**config.mk**
```make
export PLATFORM = sky130hd
export DESIGN_NAME = system_config_clock_reset_bank
export DESIGN_NICKNAME = d
export VERILOG_FILES = /design/src/hw/clock_tick_divider.v /design/src/hw/system_config_clock_reset_bank.v
export VERILOG_INCLUDE_DIRS = /design/src /design/src/hw
export SDC_FILE = /design/constraint.sdc
export NUM_CORES = 2
export LEC_CHECK = 0
export ABC_AREA = 1
export BUFFER_PORTS_ARGS = -buffer_cell sky130_fd_sc_hd__buf_2
export CORE_ASPECT_RATIO = 1.4
export CORE_UTILIZATION = 39
export DETAILED_ROUTE_END_ITERATION = 10
export GPL_TIMING_DRIVEN = 0
export HOLD_SLACK_MARGIN = 0.06
export PLACE_DENSITY_LB_ADDON = 0.1
export RECOVER_POWER = 100
export SYNTH_ARGS = -nofsm -noshare
export SYNTH_HDL_FRONTEND = slang
export SYNTH_SLANG_ARGS = --single-unit
export TNS_END_PERCENT = 50
```
**constraint.sdc**
```tcl
create_clock -name core_clk -period 3.4 [get_ports core_clk]
set_input_delay 0.17 -clock core_clk [delete_from_list [all_inputs] [get_ports core_clk]]
set_output_delay 0.17 -clock core_clk [all_outputs]
set_load 0.01 [all_outputs]
```
**src/hw/sys_config_consts.vh**
```
`ifndef SYS_CONFIG_CONSTS_VH
`define SYS_CONFIG_CONSTS_VH

// ****************************************
// Register byte offsets
// ****************************************
`define OFS_MEMORY_REMAP_CONTROL 12'h000
`define OFS_RESET_CAUSE_STATUS 12'h038
`define OFS_MAIN_CLOCK_SOURCE_SELECT 12'h050
`define OFS_MAIN_CLOCK_SOURCE_UPDATE 12'h054
`define OFS_SYSTEM_CLOCK_DIVIDER 12'h058
`define OFS_CONVERTER_CLOCK_SOURCE_SELECT 12'h064
`define OFS_CONVERTER_CLOCK_DIVIDER 12'h068
`define OFS_LOW_POWER_OSC_CLOCK_GATE 12'h07C
`define OFS_SYSTEM_CLOCK_GATE_CONTROL 12'h080
`define OFS_PERIPHERAL_RESET_CONTROL_A 12'h088
`define OFS_PERIPHERAL_RESET_CONTROL_B 12'h08C
`define OFS_SERIAL_PORT_A_CLOCK_SELECT 12'h090
`define OFS_SERIAL_PORT_B_CLOCK_SELECT 12'h094
`define OFS_TWO_WIRE_PORT_CLOCK_SELECT 12'h0A4
`define OFS_SYNC_SERIAL_CLOCK_SELECT 12'h0B4
`define OFS_FRACTIONAL_DIVIDER_VALUE 12'h0D0
`define OFS_FRACTIONAL_MULTIPLIER_VALUE 12'h0D4
`define OFS_FRACTIONAL_SOURCE_SELECT 12'h0D8
`define OFS_CLOCK_OUTPUT_SOURCE_SELECT 12'h0F0
`define OFS_CLOCK_OUTPUT_DIVIDER 12'h0F4
`define OFS_PIN_ROUTE_BASE 12'h178
`define OFS_PIN_ROUTE_LAST 12'h194
`define OFS_ANALOG_POWER_DOWN 12'h200
`define OFS_SLEEP_KEEP_RUNNING 12'h204
`define OFS_WAKE_ENABLE 12'h208

// ****************************************
// Reset values
// ****************************************
`define RST_MEMORY_REMAP_CONTROL 32'h0000_0002
`define RST_ZERO 32'h0000_0000
`define RST_SYSTEM_CLOCK_DIVIDER 32'h0000_0001
`define RST_LOW_POWER_OSC_CLOCK_GATE 32'h0000_0001
`define RST_SYSTEM_CLOCK_GATE_CONTROL 32'h0000_0017
`define RST_PERIPHERAL_RESET_CONTROL_A 32'h0FFF_FFFF
`define RST_PERIPHERAL_RESET_CONTROL_B 32'h0000_001F
`define RST_FUNCTION_CLOCK_SELECT 32'h0000_0007

// ****************************************
// Field positions
// ****************************************
`define FLD_UPDATE_BIT 0
`define FLD_GATE_BIT 0
`define FLD_DIV_MSB 7
`define FLD_SEL_MSB 2
`define FLD_REMAP_MSB 1
`define FLD_CAUSE_MSB 4
`define FLD_ADDR_MSB 11

`endif

```
**src/hw/clock_tick_divider.v**
```verilog
`timescale 1ns/1ns

// ****************************************
// Tick every divide cycles, stopped at zero
// ****************************************
module clock_tick_divider #(
    parameter WIDTH = 8
) (
    core_clk,
    reset_n,
    clk_en,
    divide,
    tick
);
    input wire core_clk;
    input wire reset_n;
    input wire clk_en;
    input wire [WIDTH-1:0] divide;
    output reg tick;

    reg [WIDTH-1:0] count_reg;

    always @(posedge core_clk) begin
        if (!reset_n) begin
            count_reg <= {WIDTH{1'b0}};
            tick <= 1'b0;
        end else if (clk_en) begin
            if (divide == {WIDTH{1'b0}}) begin
                // Zero divide stops the clock outright
                count_reg <= {WIDTH{1'b0}};
                tick <= 1'b0;
            end else if (count_reg >= divide - {{(WIDTH-1){1'b0}}, 1'b1}) begin
                // Compare with >= so a smaller new divide never overruns
                count_reg <= {WIDTH{1'b0}};
                tick <= 1'b1;
            end else begin
                count_reg <= count_reg + {{(WIDTH-1){1'b0}}, 1'b1};
                tick <= 1'b0;
            end
        end
    end
endmodule // clock_tick_divider

```
**src/hw/system_config_clock_reset_bank.v**
```verilog
// Overview of operation
// - Analog power-down bits switch oscillator, brown-out and comparator supplies.
// - Software picks analog blocks kept running in reduced power modes.
// - Per-source wake enables let interrupts wake chip from deep sleep.
// - Each peripheral held in reset or released by a control bit.
// - Eight pin interrupt channels, each routed from any digital pin.
// - Every register sits on a word-aligned offset.
// - Reset values are the contents seen after boot code ran.
// - Reset cause status register, read, write one to clear, zero after reset.
// - Main clock select and separate update enable, both reset zero.
// - System clock is main clock through divider resetting to one.
// - System clock divider zero stops the system clock.
// - Converter clock select and divider, both resetting to zero.
// - Low-power oscillator clock gate to watchdog timer, resets to one.
// - Clock control gates system clock to memories, peripherals, resets 17h.
// - Four serial function clock selects, each resetting to seven.
// - Fractional generator divider, multiplier, source select all reset zero.
// - Clock output pin from selectable source and divider, both reset zero.
// - Peripheral reset controls reset to FFFFFFFh and 1Fh.
`timescale 1ns/1ns
`include "sys_config_consts.vh"

module system_config_clock_reset_bank #(
    parameter PIN_CHANNELS = 8,
    parameter PIN_SEL_WIDTH = 5,
    parameter DIV_WIDTH = 8
) (
    core_clk,
    reset_n,
    clk_en,
    hsel,
    haddr,
    htrans,
    hwrite,
    hsize,
    hwdata,
    hready,
    hreadyout,
    hresp,
    hrdata,
    reset_cause_event,
    memory_remap,
    analog_power_down,
    sleep_keep_running,
    wake_enable,
    peripheral_reset_a_n,
    peripheral_reset_b_n,
    pin_interrupt_route,
    main_clock_active_select,
    system_clock_tick,
    peripheral_clock_enable,
    converter_clock_select,
    converter_clock_tick,
    watchdog_lposc_clock_enable,
    serial_port_a_source,
    serial_port_b_source,
    two_wire_port_source,
    sync_serial_source,
    fractional_divider,
    fractional_multiplier,
    fractional_source,
    clock_output_source,
    clock_output_pin
);
    input wire core_clk;
    input wire reset_n;
    input wire clk_en;
    input wire hsel;
    input wire [31:0] haddr;
    input wire [1:0] htrans;
    input wire hwrite;
    input wire [2:0] hsize;
    input wire [31:0] hwdata;
    input wire hready;
    output wire hreadyout;
    output wire hresp;
    output reg [31:0] hrdata;
    input wire [`FLD_CAUSE_MSB:0] reset_cause_event;
    output wire [`FLD_REMAP_MSB:0] memory_remap;
    output reg [31:0] analog_power_down;
    output reg [31:0] sleep_keep_running;
    output reg [31:0] wake_enable;
    output wire [31:0] peripheral_reset_a_n;
    output wire [31:0] peripheral_reset_b_n;
    output wire [PIN_CHANNELS*PIN_SEL_WIDTH-1:0] pin_interrupt_route;
    output reg [`FLD_SEL_MSB:0] main_clock_active_select;
    output wire system_clock_tick;
    output reg [31:0] peripheral_clock_enable;
    output wire [`FLD_SEL_MSB:0] converter_clock_select;
    output wire converter_clock_tick;
    output wire watchdog_lposc_clock_enable;
    output wire [`FLD_SEL_MSB:0] serial_port_a_source;
    output wire [`FLD_SEL_MSB:0] serial_port_b_source;
    output wire [`FLD_SEL_MSB:0] two_wire_port_source;
    output wire [`FLD_SEL_MSB:0] sync_serial_source;
    output wire [DIV_WIDTH-1:0] fractional_divider;
    output wire [DIV_WIDTH-1:0] fractional_multiplier;
    output wire [`FLD_SEL_MSB:0] fractional_source;
    output wire [`FLD_SEL_MSB:0] clock_output_source;
    output reg clock_output_pin;

    // ****************************************
    // Register storage
    // ****************************************
    reg [31:0] memory_remap_control_reg;
    reg [31:0] reset_cause_status_reg;
    reg [31:0] main_clock_source_select_reg;
    reg [31:0] main_clock_source_update_reg;
    reg [31:0] system_clock_divider_reg;
    reg [31:0] converter_clock_source_select_reg;
    reg [31:0] converter_clock_divider_reg;
    reg [31:0] low_power_osc_clock_gate_reg;
    reg [31:0] system_clock_gate_control_reg;
    reg [31:0] peripheral_reset_control_a_reg;
    reg [31:0] peripheral_reset_control_b_reg;
    reg [31:0] serial_port_a_clock_select_reg;
    reg [31:0] serial_port_b_clock_select_reg;
    reg [31:0] two_wire_port_clock_select_reg;
    reg [31:0] sync_serial_clock_select_reg;
    reg [31:0] fractional_divider_value_reg;
    reg [31:0] fractional_multiplier_value_reg;
    reg [31:0] fractional_source_select_reg;
    reg [31:0] clock_output_source_select_reg;
    reg [31:0] clock_output_divider_reg;
    reg [PIN_SEL_WIDTH-1:0] pin_route_mem [0:PIN_CHANNELS-1];

    // ****************************************
    // Bus phase tracking
    // ****************************************
    reg write_pending_reg;
    reg read_pending_reg;
    reg [`FLD_ADDR_MSB:0] phase_addr_reg;
    wire address_taken;
    wire [`FLD_ADDR_MSB:0] offset;
    wire [31:0] read_value;
    integer i;

    // Pin route channel of an offset, or all ones if none
    function [3:0] route_channel;
        input [`FLD_ADDR_MSB:0] ofs;
        reg [`FLD_ADDR_MSB:0] delta;
        begin
            delta = ofs - `OFS_PIN_ROUTE_BASE;
            if (ofs >= `OFS_PIN_ROUTE_BASE && ofs <= `OFS_PIN_ROUTE_LAST
                    && delta[`FLD_ADDR_MSB:2] < PIN_CHANNELS)
                route_channel = delta[5:2];
            else
                route_channel = 4'hF;
        end
    endfunction

    // Read view of one word offset; reserved offsets give zero
    function [31:0] read_word;
        input [`FLD_ADDR_MSB:0] ofs;
        reg [3:0] chan;
        begin
            chan = route_channel(ofs);
            read_word = 32'h0000_0000;
            case (ofs)
                `OFS_MEMORY_REMAP_CONTROL: read_word = memory_remap_control_reg;
                `OFS_RESET_CAUSE_STATUS: read_word = reset_cause_status_reg;
                `OFS_MAIN_CLOCK_SOURCE_SELECT: read_word = main_clock_source_select_reg;
                `OFS_MAIN_CLOCK_SOURCE_UPDATE: read_word = main_clock_source_update_reg;
                `OFS_SYSTEM_CLOCK_DIVIDER: read_word = system_clock_divider_reg;
                `OFS_CONVERTER_CLOCK_SOURCE_SELECT: read_word = converter_clock_source_select_reg;
                `OFS_CONVERTER_CLOCK_DIVIDER: read_word = converter_clock_divider_reg;
                `OFS_LOW_POWER_OSC_CLOCK_GATE: read_word = low_power_osc_clock_gate_reg;
                `OFS_SYSTEM_CLOCK_GATE_CONTROL: read_word = system_clock_gate_control_reg;
                `OFS_PERIPHERAL_RESET_CONTROL_A: read_word = peripheral_reset_control_a_reg;
                `OFS_PERIPHERAL_RESET_CONTROL_B: read_word = peripheral_reset_control_b_reg;
                `OFS_SERIAL_PORT_A_CLOCK_SELECT: read_word = serial_port_a_clock_select_reg;
                `OFS_SERIAL_PORT_B_CLOCK_SELECT: read_word = serial_port_b_clock_select_reg;
                `OFS_TWO_WIRE_PORT_CLOCK_SELECT: read_word = two_wire_port_clock_select_reg;
                `OFS_SYNC_SERIAL_CLOCK_SELECT: read_word = sync_serial_clock_select_reg;
                `OFS_FRACTIONAL_DIVIDER_VALUE: read_word = fractional_divider_value_reg;
                `OFS_FRACTIONAL_MULTIPLIER_VALUE: read_word = fractional_multiplier_value_reg;
                `OFS_FRACTIONAL_SOURCE_SELECT: read_word = fractional_source_select_reg;
                `OFS_CLOCK_OUTPUT_SOURCE_SELECT: read_word = clock_output_source_select_reg;
                `OFS_CLOCK_OUTPUT_DIVIDER: read_word = clock_output_divider_reg;
                `OFS_ANALOG_POWER_DOWN: read_word = analog_power_down;
                `OFS_SLEEP_KEEP_RUNNING: read_word = sleep_keep_running;
                `OFS_WAKE_ENABLE: read_word = wake_enable;
                default: begin
                    if (chan != 4'hF)
                        read_word = {{(32-PIN_SEL_WIDTH){1'b0}}, pin_route_mem[chan[2:0]]};
                end
            endcase
        end
    endfunction

    // ****************************************
    // AHB-Lite slave
    // ****************************************
    // Word offset only: low two address bits are ignored
    assign offset = {haddr[`FLD_ADDR_MSB:2], 2'b00};
    assign address_taken = hsel && htrans[1] && hready;
    // Reads take one wait state so a write just before is always seen
    assign hreadyout = !read_pending_reg;
    assign hresp = 1'b0;
    assign read_value = read_word(phase_addr_reg);

    always @(posedge core_clk) begin
        if (!reset_n) begin
            write_pending_reg <= 1'b0;
            read_pending_reg <= 1'b0;
            phase_addr_reg <= 12'h000;
            hrdata <= 32'h0000_0000;
        end else if (clk_en) begin
            if (read_pending_reg) begin
                hrdata <= read_value;
                read_pending_reg <= 1'b0;
            end else begin
                write_pending_reg <= address_taken && hwrite;
                read_pending_reg <= address_taken && !hwrite;
                if (address_taken)
                    phase_addr_reg <= offset;
            end
        end
    end

    // ****************************************
    // Register writes
    // ****************************************
    wire [3:0] write_chan;
    assign write_chan = route_channel(phase_addr_reg);

    always @(posedge core_clk) begin
        if (!reset_n) begin
            // Values match what boot code would have left behind
            memory_remap_control_reg <= `RST_MEMORY_REMAP_CONTROL;
            reset_cause_status_reg <= `RST_ZERO;
            main_clock_source_select_reg <= `RST_ZERO;
            main_clock_source_update_reg <= `RST_ZERO;
            system_clock_divider_reg <= `RST_SYSTEM_CLOCK_DIVIDER;
            converter_clock_source_select_reg <= `RST_ZERO;
            converter_clock_divider_reg <= `RST_ZERO;
            low_power_osc_clock_gate_reg <= `RST_LOW_POWER_OSC_CLOCK_GATE;
            system_clock_gate_control_reg <= `RST_SYSTEM_CLOCK_GATE_CONTROL;
            peripheral_reset_control_a_reg <= `RST_PERIPHERAL_RESET_CONTROL_A;
            peripheral_reset_control_b_reg <= `RST_PERIPHERAL_RESET_CONTROL_B;
            serial_port_a_clock_select_reg <= `RST_FUNCTION_CLOCK_SELECT;
            serial_port_b_clock_select_reg <= `RST_FUNCTION_CLOCK_SELECT;
            two_wire_port_clock_select_reg <= `RST_FUNCTION_CLOCK_SELECT;
            sync_serial_clock_select_reg <= `RST_FUNCTION_CLOCK_SELECT;
            fractional_divider_value_reg <= `RST_ZERO;
            fractional_multiplier_value_reg <= `RST_ZERO;
            fractional_source_select_reg <= `RST_ZERO;
            clock_output_source_select_reg <= `RST_ZERO;
            clock_output_divider_reg <= `RST_ZERO;
            analog_power_down <= `RST_ZERO;
            sleep_keep_running <= `RST_ZERO;
            wake_enable <= `RST_ZERO;
            main_clock_active_select <= 3'h0;
            for (i = 0; i < PIN_CHANNELS; i = i + 1)
                pin_route_mem[i] <= {PIN_SEL_WIDTH{1'b0}};
        end else if (clk_en) begin
            // Cause bits: write one clears, a new event in the same cycle wins
            reset_cause_status_reg <= (reset_cause_status_reg
                & ~((write_pending_reg && phase_addr_reg == `OFS_RESET_CAUSE_STATUS)
                    ? hwdata : 32'h0000_0000))
                | {{(31-`FLD_CAUSE_MSB){1'b0}}, reset_cause_event};
            // New main source only lands on a rising update bit
            if (write_pending_reg && phase_addr_reg == `OFS_MAIN_CLOCK_SOURCE_UPDATE
                    && hwdata[`FLD_UPDATE_BIT] && !main_clock_source_update_reg[`FLD_UPDATE_BIT])
                main_clock_active_select <= main_clock_source_select_reg[`FLD_SEL_MSB:0];
            if (write_pending_reg) begin
                case (phase_addr_reg)
                    `OFS_MEMORY_REMAP_CONTROL: memory_remap_control_reg <= hwdata;
                    `OFS_MAIN_CLOCK_SOURCE_SELECT: main_clock_source_select_reg <= hwdata;
                    `OFS_MAIN_CLOCK_SOURCE_UPDATE: main_clock_source_update_reg <= hwdata;
                    `OFS_SYSTEM_CLOCK_DIVIDER: system_clock_divider_reg <= hwdata;
                    `OFS_CONVERTER_CLOCK_SOURCE_SELECT: converter_clock_source_select_reg <= hwdata;
                    `OFS_CONVERTER_CLOCK_DIVIDER: converter_clock_divider_reg <= hwdata;
                    `OFS_LOW_POWER_OSC_CLOCK_GATE: low_power_osc_clock_gate_reg <= hwdata;
                    `OFS_SYSTEM_CLOCK_GATE_CONTROL: system_clock_gate_control_reg <= hwdata;
                    `OFS_PERIPHERAL_RESET_CONTROL_A: peripheral_reset_control_a_reg <= hwdata;
                    `OFS_PERIPHERAL_RESET_CONTROL_B: peripheral_reset_control_b_reg <= hwdata;
                    `OFS_SERIAL_PORT_A_CLOCK_SELECT: serial_port_a_clock_select_reg <= hwdata;
                    `OFS_SERIAL_PORT_B_CLOCK_SELECT: serial_port_b_clock_select_reg <= hwdata;
                    `OFS_TWO_WIRE_PORT_CLOCK_SELECT: two_wire_port_clock_select_reg <= hwdata;
                    `OFS_SYNC_SERIAL_CLOCK_SELECT: sync_serial_clock_select_reg <= hwdata;
                    `OFS_FRACTIONAL_DIVIDER_VALUE: fractional_divider_value_reg <= hwdata;
                    `OFS_FRACTIONAL_MULTIPLIER_VALUE: fractional_multiplier_value_reg <= hwdata;
                    `OFS_FRACTIONAL_SOURCE_SELECT: fractional_source_select_reg <= hwdata;
                    `OFS_CLOCK_OUTPUT_SOURCE_SELECT: clock_output_source_select_reg <= hwdata;
                    `OFS_CLOCK_OUTPUT_DIVIDER: clock_output_divider_reg <= hwdata;
                    `OFS_ANALOG_POWER_DOWN: analog_power_down <= hwdata;
                    `OFS_SLEEP_KEEP_RUNNING: sleep_keep_running <= hwdata;
                    `OFS_WAKE_ENABLE: wake_enable <= hwdata;
                    default: begin
                        // Reserved offsets fall here and change nothing
                        if (write_chan != 4'hF)
                            pin_route_mem[write_chan[2:0]] <= hwdata[PIN_SEL_WIDTH-1:0];
                    end
                endcase
            end
        end
    end

    // ****************************************
    // Clock dividers
    // ****************************************
    clock_tick_divider #(
        .WIDTH(DIV_WIDTH)
    ) system_divider (
        .core_clk(core_clk),
        .reset_n(reset_n),
        .clk_en(clk_en),
        .divide(system_clock_divider_reg[DIV_WIDTH-1:0]),
        .tick(system_clock_tick)
    );

    clock_tick_divider #(
        .WIDTH(DIV_WIDTH)
    ) converter_divider (
        .core_clk(core_clk),
        .reset_n(reset_n),
        .clk_en(clk_en),
        .divide(converter_clock_divider_reg[DIV_WIDTH-1:0]),
        .tick(converter_clock_tick)
    );

    wire clock_output_tick;

    clock_tick_divider #(
        .WIDTH(DIV_WIDTH)
    ) output_divider (
        .core_clk(core_clk),
        .reset_n(reset_n),
        .clk_en(clk_en),
        .divide(clock_output_divider_reg[DIV_WIDTH-1:0]),
        .tick(clock_output_tick)
    );

    // ****************************************
    // Clock gating and output pin
    // ****************************************
    always @(posedge core_clk) begin
        if (!reset_n) begin
            clock_output_pin <= 1'b0;
            peripheral_clock_enable <= 32'h0000_0000;
        end else if (clk_en) begin
            // Divider zero holds the pin low rather than leaving it mid-cycle
            if (clock_output_divider_reg[DIV_WIDTH-1:0] == {DIV_WIDTH{1'b0}})
                clock_output_pin <= 1'b0;
            else if (clock_output_tick)
                clock_output_pin <= !clock_output_pin;
            // Enables follow the system tick, so a stopped system clock stops all
            peripheral_clock_enable <= system_clock_gate_control_reg
                & {32{system_clock_tick}};
        end
    end

    // ****************************************
    // Configuration outputs
    // ****************************************
    assign memory_remap = memory_remap_control_reg[`FLD_REMAP_MSB:0];
    // A set bit releases the peripheral, a clear bit holds it in reset
    assign peripheral_reset_a_n = peripheral_reset_control_a_reg;
    assign peripheral_reset_b_n = peripheral_reset_control_b_reg;
    assign converter_clock_select = converter_clock_source_select_reg[`FLD_SEL_MSB:0];
    assign watchdog_lposc_clock_enable = low_power_osc_clock_gate_reg[`FLD_GATE_BIT];
    assign serial_port_a_source = serial_port_a_clock_select_reg[`FLD_SEL_MSB:0];
    assign serial_port_b_source = serial_port_b_clock_select_reg[`FLD_SEL_MSB:0];
    assign two_wire_port_source = two_wire_port_clock_select_reg[`FLD_SEL_MSB:0];
    assign sync_serial_source = sync_serial_clock_select_reg[`FLD_SEL_MSB:0];
    assign fractional_divider = fractional_divider_value_reg[DIV_WIDTH-1:0];
    assign fractional_multiplier = fractional_multiplier_value_reg[DIV_WIDTH-1:0];
    assign fractional_source = fractional_source_select_reg[`FLD_SEL_MSB:0];
    assign clock_output_source = clock_output_source_select_reg[`FLD_SEL_MSB:0];

    genvar g;
    generate
        for (g = 0; g < PIN_CHANNELS; g = g + 1) begin : route_out
            assign pin_interrupt_route[g*PIN_SEL_WIDTH +: PIN_SEL_WIDTH] = pin_route_mem[g];
        end
    endgenerate
endmodule // system_config_clock_reset_bank

```
# After elaboration in Yosys (flattened, before gate mapping)
# Memory sizes are Yosys's and may differ from the RTL's.
# Cells that the tools add are included.
# totals
regBits	843
latchBits	0
ram_bits	40
romBits	0
out_inout_bits	312
wordCells	155
mem_count	1
# op_classes
add_sub_neg	7
multipliers	0
n_div	0
order_cmp	6
eq_ne	23
shift	0
mux	29
bitwise	5
reduce_logical	48
# memory_table
name	depth	word_bits	read_ports	rd_ports_with_merged_regs	wr	line	source
pin_route_mem	8	5	9	0	8	system_config_clock_reset_bank.v:125	reg [PIN_SEL_WIDTH-1:0] pin_route_mem [0:PIN_CHANNELS-1];
# op_table
cell	n
32-bit one-hot mux with 23 select lines	1
10-bit by 6-bit equality test with 1-bit output, second input constant	12
3-bit AND reduction	23
32-bit AND	2
10-bit by 5-bit equality test with 1-bit output, second input constant	6
8-bit 2-to-1 mux	6
32-bit 2-to-1 mux	1
32-bit inverter	1
32-bit by 5-bit OR with 32-bit output	1
10-bit by 8-bit equality test with 1-bit output, second input constant	3
8-bit by 1-bit adder with 8-bit output, second input constant	3
8-bit greater-or-equal comparator	3
8-bit zero test	3
8-bit by 1-bit subtractor with 8-bit output, second input constant	3
22-bit OR reduction	1
1-bit 2-to-1 mux	17
12-bit by 9-bit greater-or-equal comparator with 1-bit output, second input constant	1
12-bit by 9-bit less-or-equal comparator with 1-bit output, second input constant	1
12-bit zero test	1
12-bit by 9-bit subtractor with 12-bit output, second input constant	1
10-bit by 4-bit equality test with 1-bit output, second input constant	1
1-bit logical AND	10
10-bit by 4-bit less-than comparator with 1-bit output, second input constant	1
5-bit 2-to-1 mux	2
other kinds (8)	14

# Logic depth before layout (Yosys ltp)
# logic_depth
word_depth	13
mapped_depth	17
mapped_depth_nobuf	16

# Cells and area by module
# From an unflattened synthesis, not the netlist that was laid out.
# hier_totals
cells_unflattened	5169
area_unflattened_um2	38374.3
# by_module_without_submodules
mod	n_inst	cells_each	area_per_inst_um2	seq_area_each_um2
system_config_clock_reset_bank	1	4797	35758.0	17536.8
clock_tick_divider	3	124	872.1	180.2

# Worst setup path after synthesis
# OpenSTA, ideal clock, no wires.
# synth_timing
path_type	flip-flop to flip-flop
start	register phase_addr_reg[3]
end	memory pin_route_mem[0][0] (enable)
setup_time_ns	0.314
arrival_ns	2.036
required_ns	3.086
setup_slack_ns	1.050
stages_incl_launch_ff	12
path_buffers	1
path_cell_list	dfxtp_1 > buf_2 > nor2_2 > inv_1 > nor2_2 > nand2_2 > clkinv_1 > nor2_1 > nand4_1 > nor3_4 > nand4_1 > nand2_1
# synth_lines
element	line	source
from (decl)	system_config_clock_reset_bank.v:132	reg [`FLD_ADDR_MSB:0] phase_addr_reg;
from (signal assigned)	system_config_clock_reset_bank.v:216	phase_addr_reg <= offset;
to (decl)	system_config_clock_reset_bank.v:125	

# Worst setup path after layout
# layout_timing
start	register phase_addr_reg[5]
end	register hrdata[11]
# layout_via
elab_chain_cells	2
word_cells_on_any_way	24
classes_between	eq/ne (22); mux (1); reduce/logical (1)
# layout_lines
element	line	source
10-bit by 8-bit equality test with 1-bit output (tied with other cells)	system_config_clock_reset_bank.v:159	case (ofs)
32-bit one-hot mux with 23 select lines *	system_config_clock_reset_bank.v:159	
to (signal assigned)	system_config_clock_reset_bank.v:210	hrdata <= read_value;
to (decl)	system_config_clock_reset_bank.v:77	output reg [31:0] hrdata;
# Every way passes the cells marked *; elsewhere a longest branch is shown, timed or not.
# A chain may end at the register's enable or synchronous reset.

==> results_dict.tcl <==
set metrics [dict create \
    status "complete, but fails checks" \
    violations "max-capacitance violations, max-slew violations, negative setup slack" \
    grt_pass1_vias 37389 \
    fp.dieW_um 265 \
    cp_max_fo 10 \
    cts_buffers 90 \
    std_cell_rows 134 \
    ys_types 38 \
    max_stage_delay_ps 630 \
    synth_compound_area_share_pct 24.8 \
    nets 5733 \
    antenna_found_initial 5 \
    whs_path_depth 3 \
    cp.arrival_ps 4180 \
    postLayoutCoreUtil_pct 46.7 \
    layout_commonest_cell "dfxtp_1" \
    grt_remaining_overflow 0 \
    p_sw_uw 5570 \
    crit_slowest_cell "clkbuf_2" \
    worstHoldPathType "in -> reg" \
    endpoint_kind "flop" \
    grt_max_degree 15 \
    fin_ws_ps -211 \
    tightest_slew_ps 1830 \
    leakagePower_uw 0.0170 \
    drt_iter0_markers 5135 \
    start_util_pct 39.5 \
    dieArea_sq_um 98000 \
    clock_sinks 883 \
    critPathKind "reg -> reg" \
    drc 0 \
    area_delta_synth_final_pct 18.2 \
    yosys.area_share.simple_pct 15.7 \
    clock_latency_ps 710 \
    min_period_ps 3610 \
    cts_tree "done" \
    post-route-period-util_pct 106 \
    ys_seq_area_share_pct 47.9 \
    synth_mux_area_share_pct 0 \
    yosys_warnings 0 \
    syn_area_sq_um 37700 \
    postRouteAntennaNets 0 \
    regMostFlops "pin_route_mem" \
    wl_um 203000 \
    ys_seq_elements 883 \
    rsz0062_at_grt "yes" \
    ios 392 \
    pwr-share-comb_pct 5.1 \
    port_buffers 360 \
    synth_top_family_by_area "compound AO/OA/AOI/OAI gates" \
    drv_slew 33 \
    core_sq_um 95600 \
    layout_common_cells "843 x dfxtp_1, 832 x nand2_1, 735 x o21ai_0" \
    dp_slack_ps -797 \
    grt_usage_pct 40.1 \
    globalplace.congestion 1.00 \
    grt_pass1_wl_um 278000 \
    synth_xor_area_share_pct 0.580 \
    skew_ps 25.9 \
    p_int_uw 16800 \
    via_per_inst 5.84 \
    p_seq_share_pct 46.9 \
    irDropWorstVdd_mv 0.403 \
    max_freq_ghz 0.277 \
    synthAdderAreaFrac_pct 1.06 \
    synth_nets 5227 \
    startpoint_type "flop" \
    clock_path_buffers 3 \
    vias 40394 \
    setup-tns-final_ps -2810 \
    path_cells "buf_4 > nand2_1 > inv_1 > nand2_2 > nor2_1 > nand2_1 > clkbuf_2 > o22ai_1 > nor2_1 > nand2_1 > nor2_1 > nand2_1 > nand2_1 > a21oi_1" \
    reg2regPathDepth 14 \
    htreeDepth 3 \
    cts.clk_slew.worst_paths_ps 60 \
    drt_first_pass_iters 8 \
    switching_share_pct 24.9 \
    hold_viol 0 \
    largest_register_ffs 40 \
    dieHeight_um 370 \
    wire_per_inst_um 29.3 \
    pwr-share-clk_pct 48.0 \
    p_per_area_nw_per_um2 501 \
    cts-root-buf "clkbuf_16" \
    finalSetupViolations 52 \
    syn_avg_cell_area_sq_um 7.37 \
    hold_ws_ps 225 \
    drive_gt1_share_pct 7.06 \
    hpwl_um 151000 \
    max_slew_margin_pct -21.7 \
    critPathRequiredTime_ps 3970 \
    drv_cap 3 \
    syn_inst 5115 \
    crit_top_cell "nand2_1" \
]
[area by class of cell]
| cell class | instances | area (sq um) |
|---|---|---|
| inverter | 527 | 2000 |
| buffer | 423 | 1860 |
| fill | 10125 | 51000 |
| tap | 1224 | 1530 |
| antenna | 1 | 2.50 |
| clock inverter | 31 | 425 |
| clock buffer | 133 | 2670 |
| sequential | 883 | 18100 |
| multi-input combinational | 3282 | 16000 |
| timing repair buffer | 414 | 1990 |
[logic make-up after synthesis]
group                    Yosys count
XOR/XNOR                          25
other                              1
buffers and inverters            950
flip-flops                       883
AO/OA/AOI/OAI                   1736
adder cells (fa/ha/maj)           32
AND/OR/NAND/NOR                 1488
[power groups by stage]
stage | registers, uW | logic [uW] | clock network, uW
detailed placement | 10700 | 1040 | 0
global route | 10500 | 1150 | 11100
finish | 10500 | 1150 | 10700
CTS | 10500 | 1100 | 10700
floorplan | 10700 | 443 | 0
global placement | 10700 | 1040 | 0
[per-layer routing]
metal	vias up	share of wire (%)	track usage, %
met5	-	0	0
li1	18000	-	-
met1	19379	38	49.2
met3	577	8.7	6.31
met2	2438	44	62.4
met4	0	9.0	32.1
[Yosys cell counts]
cell type,number,area [sq um]
o22ai_1,81,507
nand3b_1,3,22.5
nand3_1,140,701
ha_1,32,400
edfxtp_1,40,1200
and3_1,1,6.26
buf_4,44,330
inv_1,510,1910
clkbuf_1,342,1280
inv_2,6,22.5
o21bai_1,2,15.0
nor2_2,4,25.0
o31ai_1,1,7.51
a32oi_1,1,8.76
nand2_2,3,18.8
buf_2,30,150
dfxtp_1,843,16900
clkinv_1,11,41.3
o2111ai_1,27,236
xnor2_1,6,52.6
a22oi_1,4,30.0
conb_1,1,3.75
o21ai_0,735,3680
nand2_1,848,3180
or2_2,1,6.26
o211ai_1,65,488
nand4_1,31,194
nor3_4,1,16.3
buf_1,7,26.3
a21oi_1,722,3610
nor2_1,431,1620
xor2_1,19,166
o21a_1,1,7.51
a211oi_1,77,578
o21ai_1,2,10.0
o221ai_1,17,149
a2111oi_0,1,8.76
nor3_1,25,125
[critical path: cells and delay by family (launching register included)]
family | cells | cell delay (ps)
AO/OA/AOI/OAI | 2 | 230
buffers and inverters | 3 | 930
flip-flops | 1 | 300
AND/OR/NAND/NOR | 9 | 2000
[metrics by stage]
stage	cells	cell area [sq um]	total power (uW)
3_3_place_gp	6699	41100	11700
5_1_grt	6917	44600	22800
6_report	6918	44600	22300
3_5_place_dp	6699	41100	11700
2_1_floorplan	5115	37700	11100
4_1_cts	6914	44800	22300
[worst paths after layout]
path	from	to	slack (ps)
worst max-delay path	phase_addr_reg[5]	hrdata[11]	-210
worst min-delay path	hwdata[19]	main_clock_source_update_reg[19]	220
worst max register to register	phase_addr_reg[5]	hrdata[11]	-210
worst min register to register	reset_cause_status_reg[13]	reset_cause_status_reg[13]	440
[what timing repair did]
item	CTS	global route
pin swaps	1	1
endpoints found under the setup margin	453	282
resized for setup	67	71
endpoints found under the hold margin	115	0
hold buffers	50	0
setup buffers	1	3
Note: power is estimated with default switching activity, not from simulation.
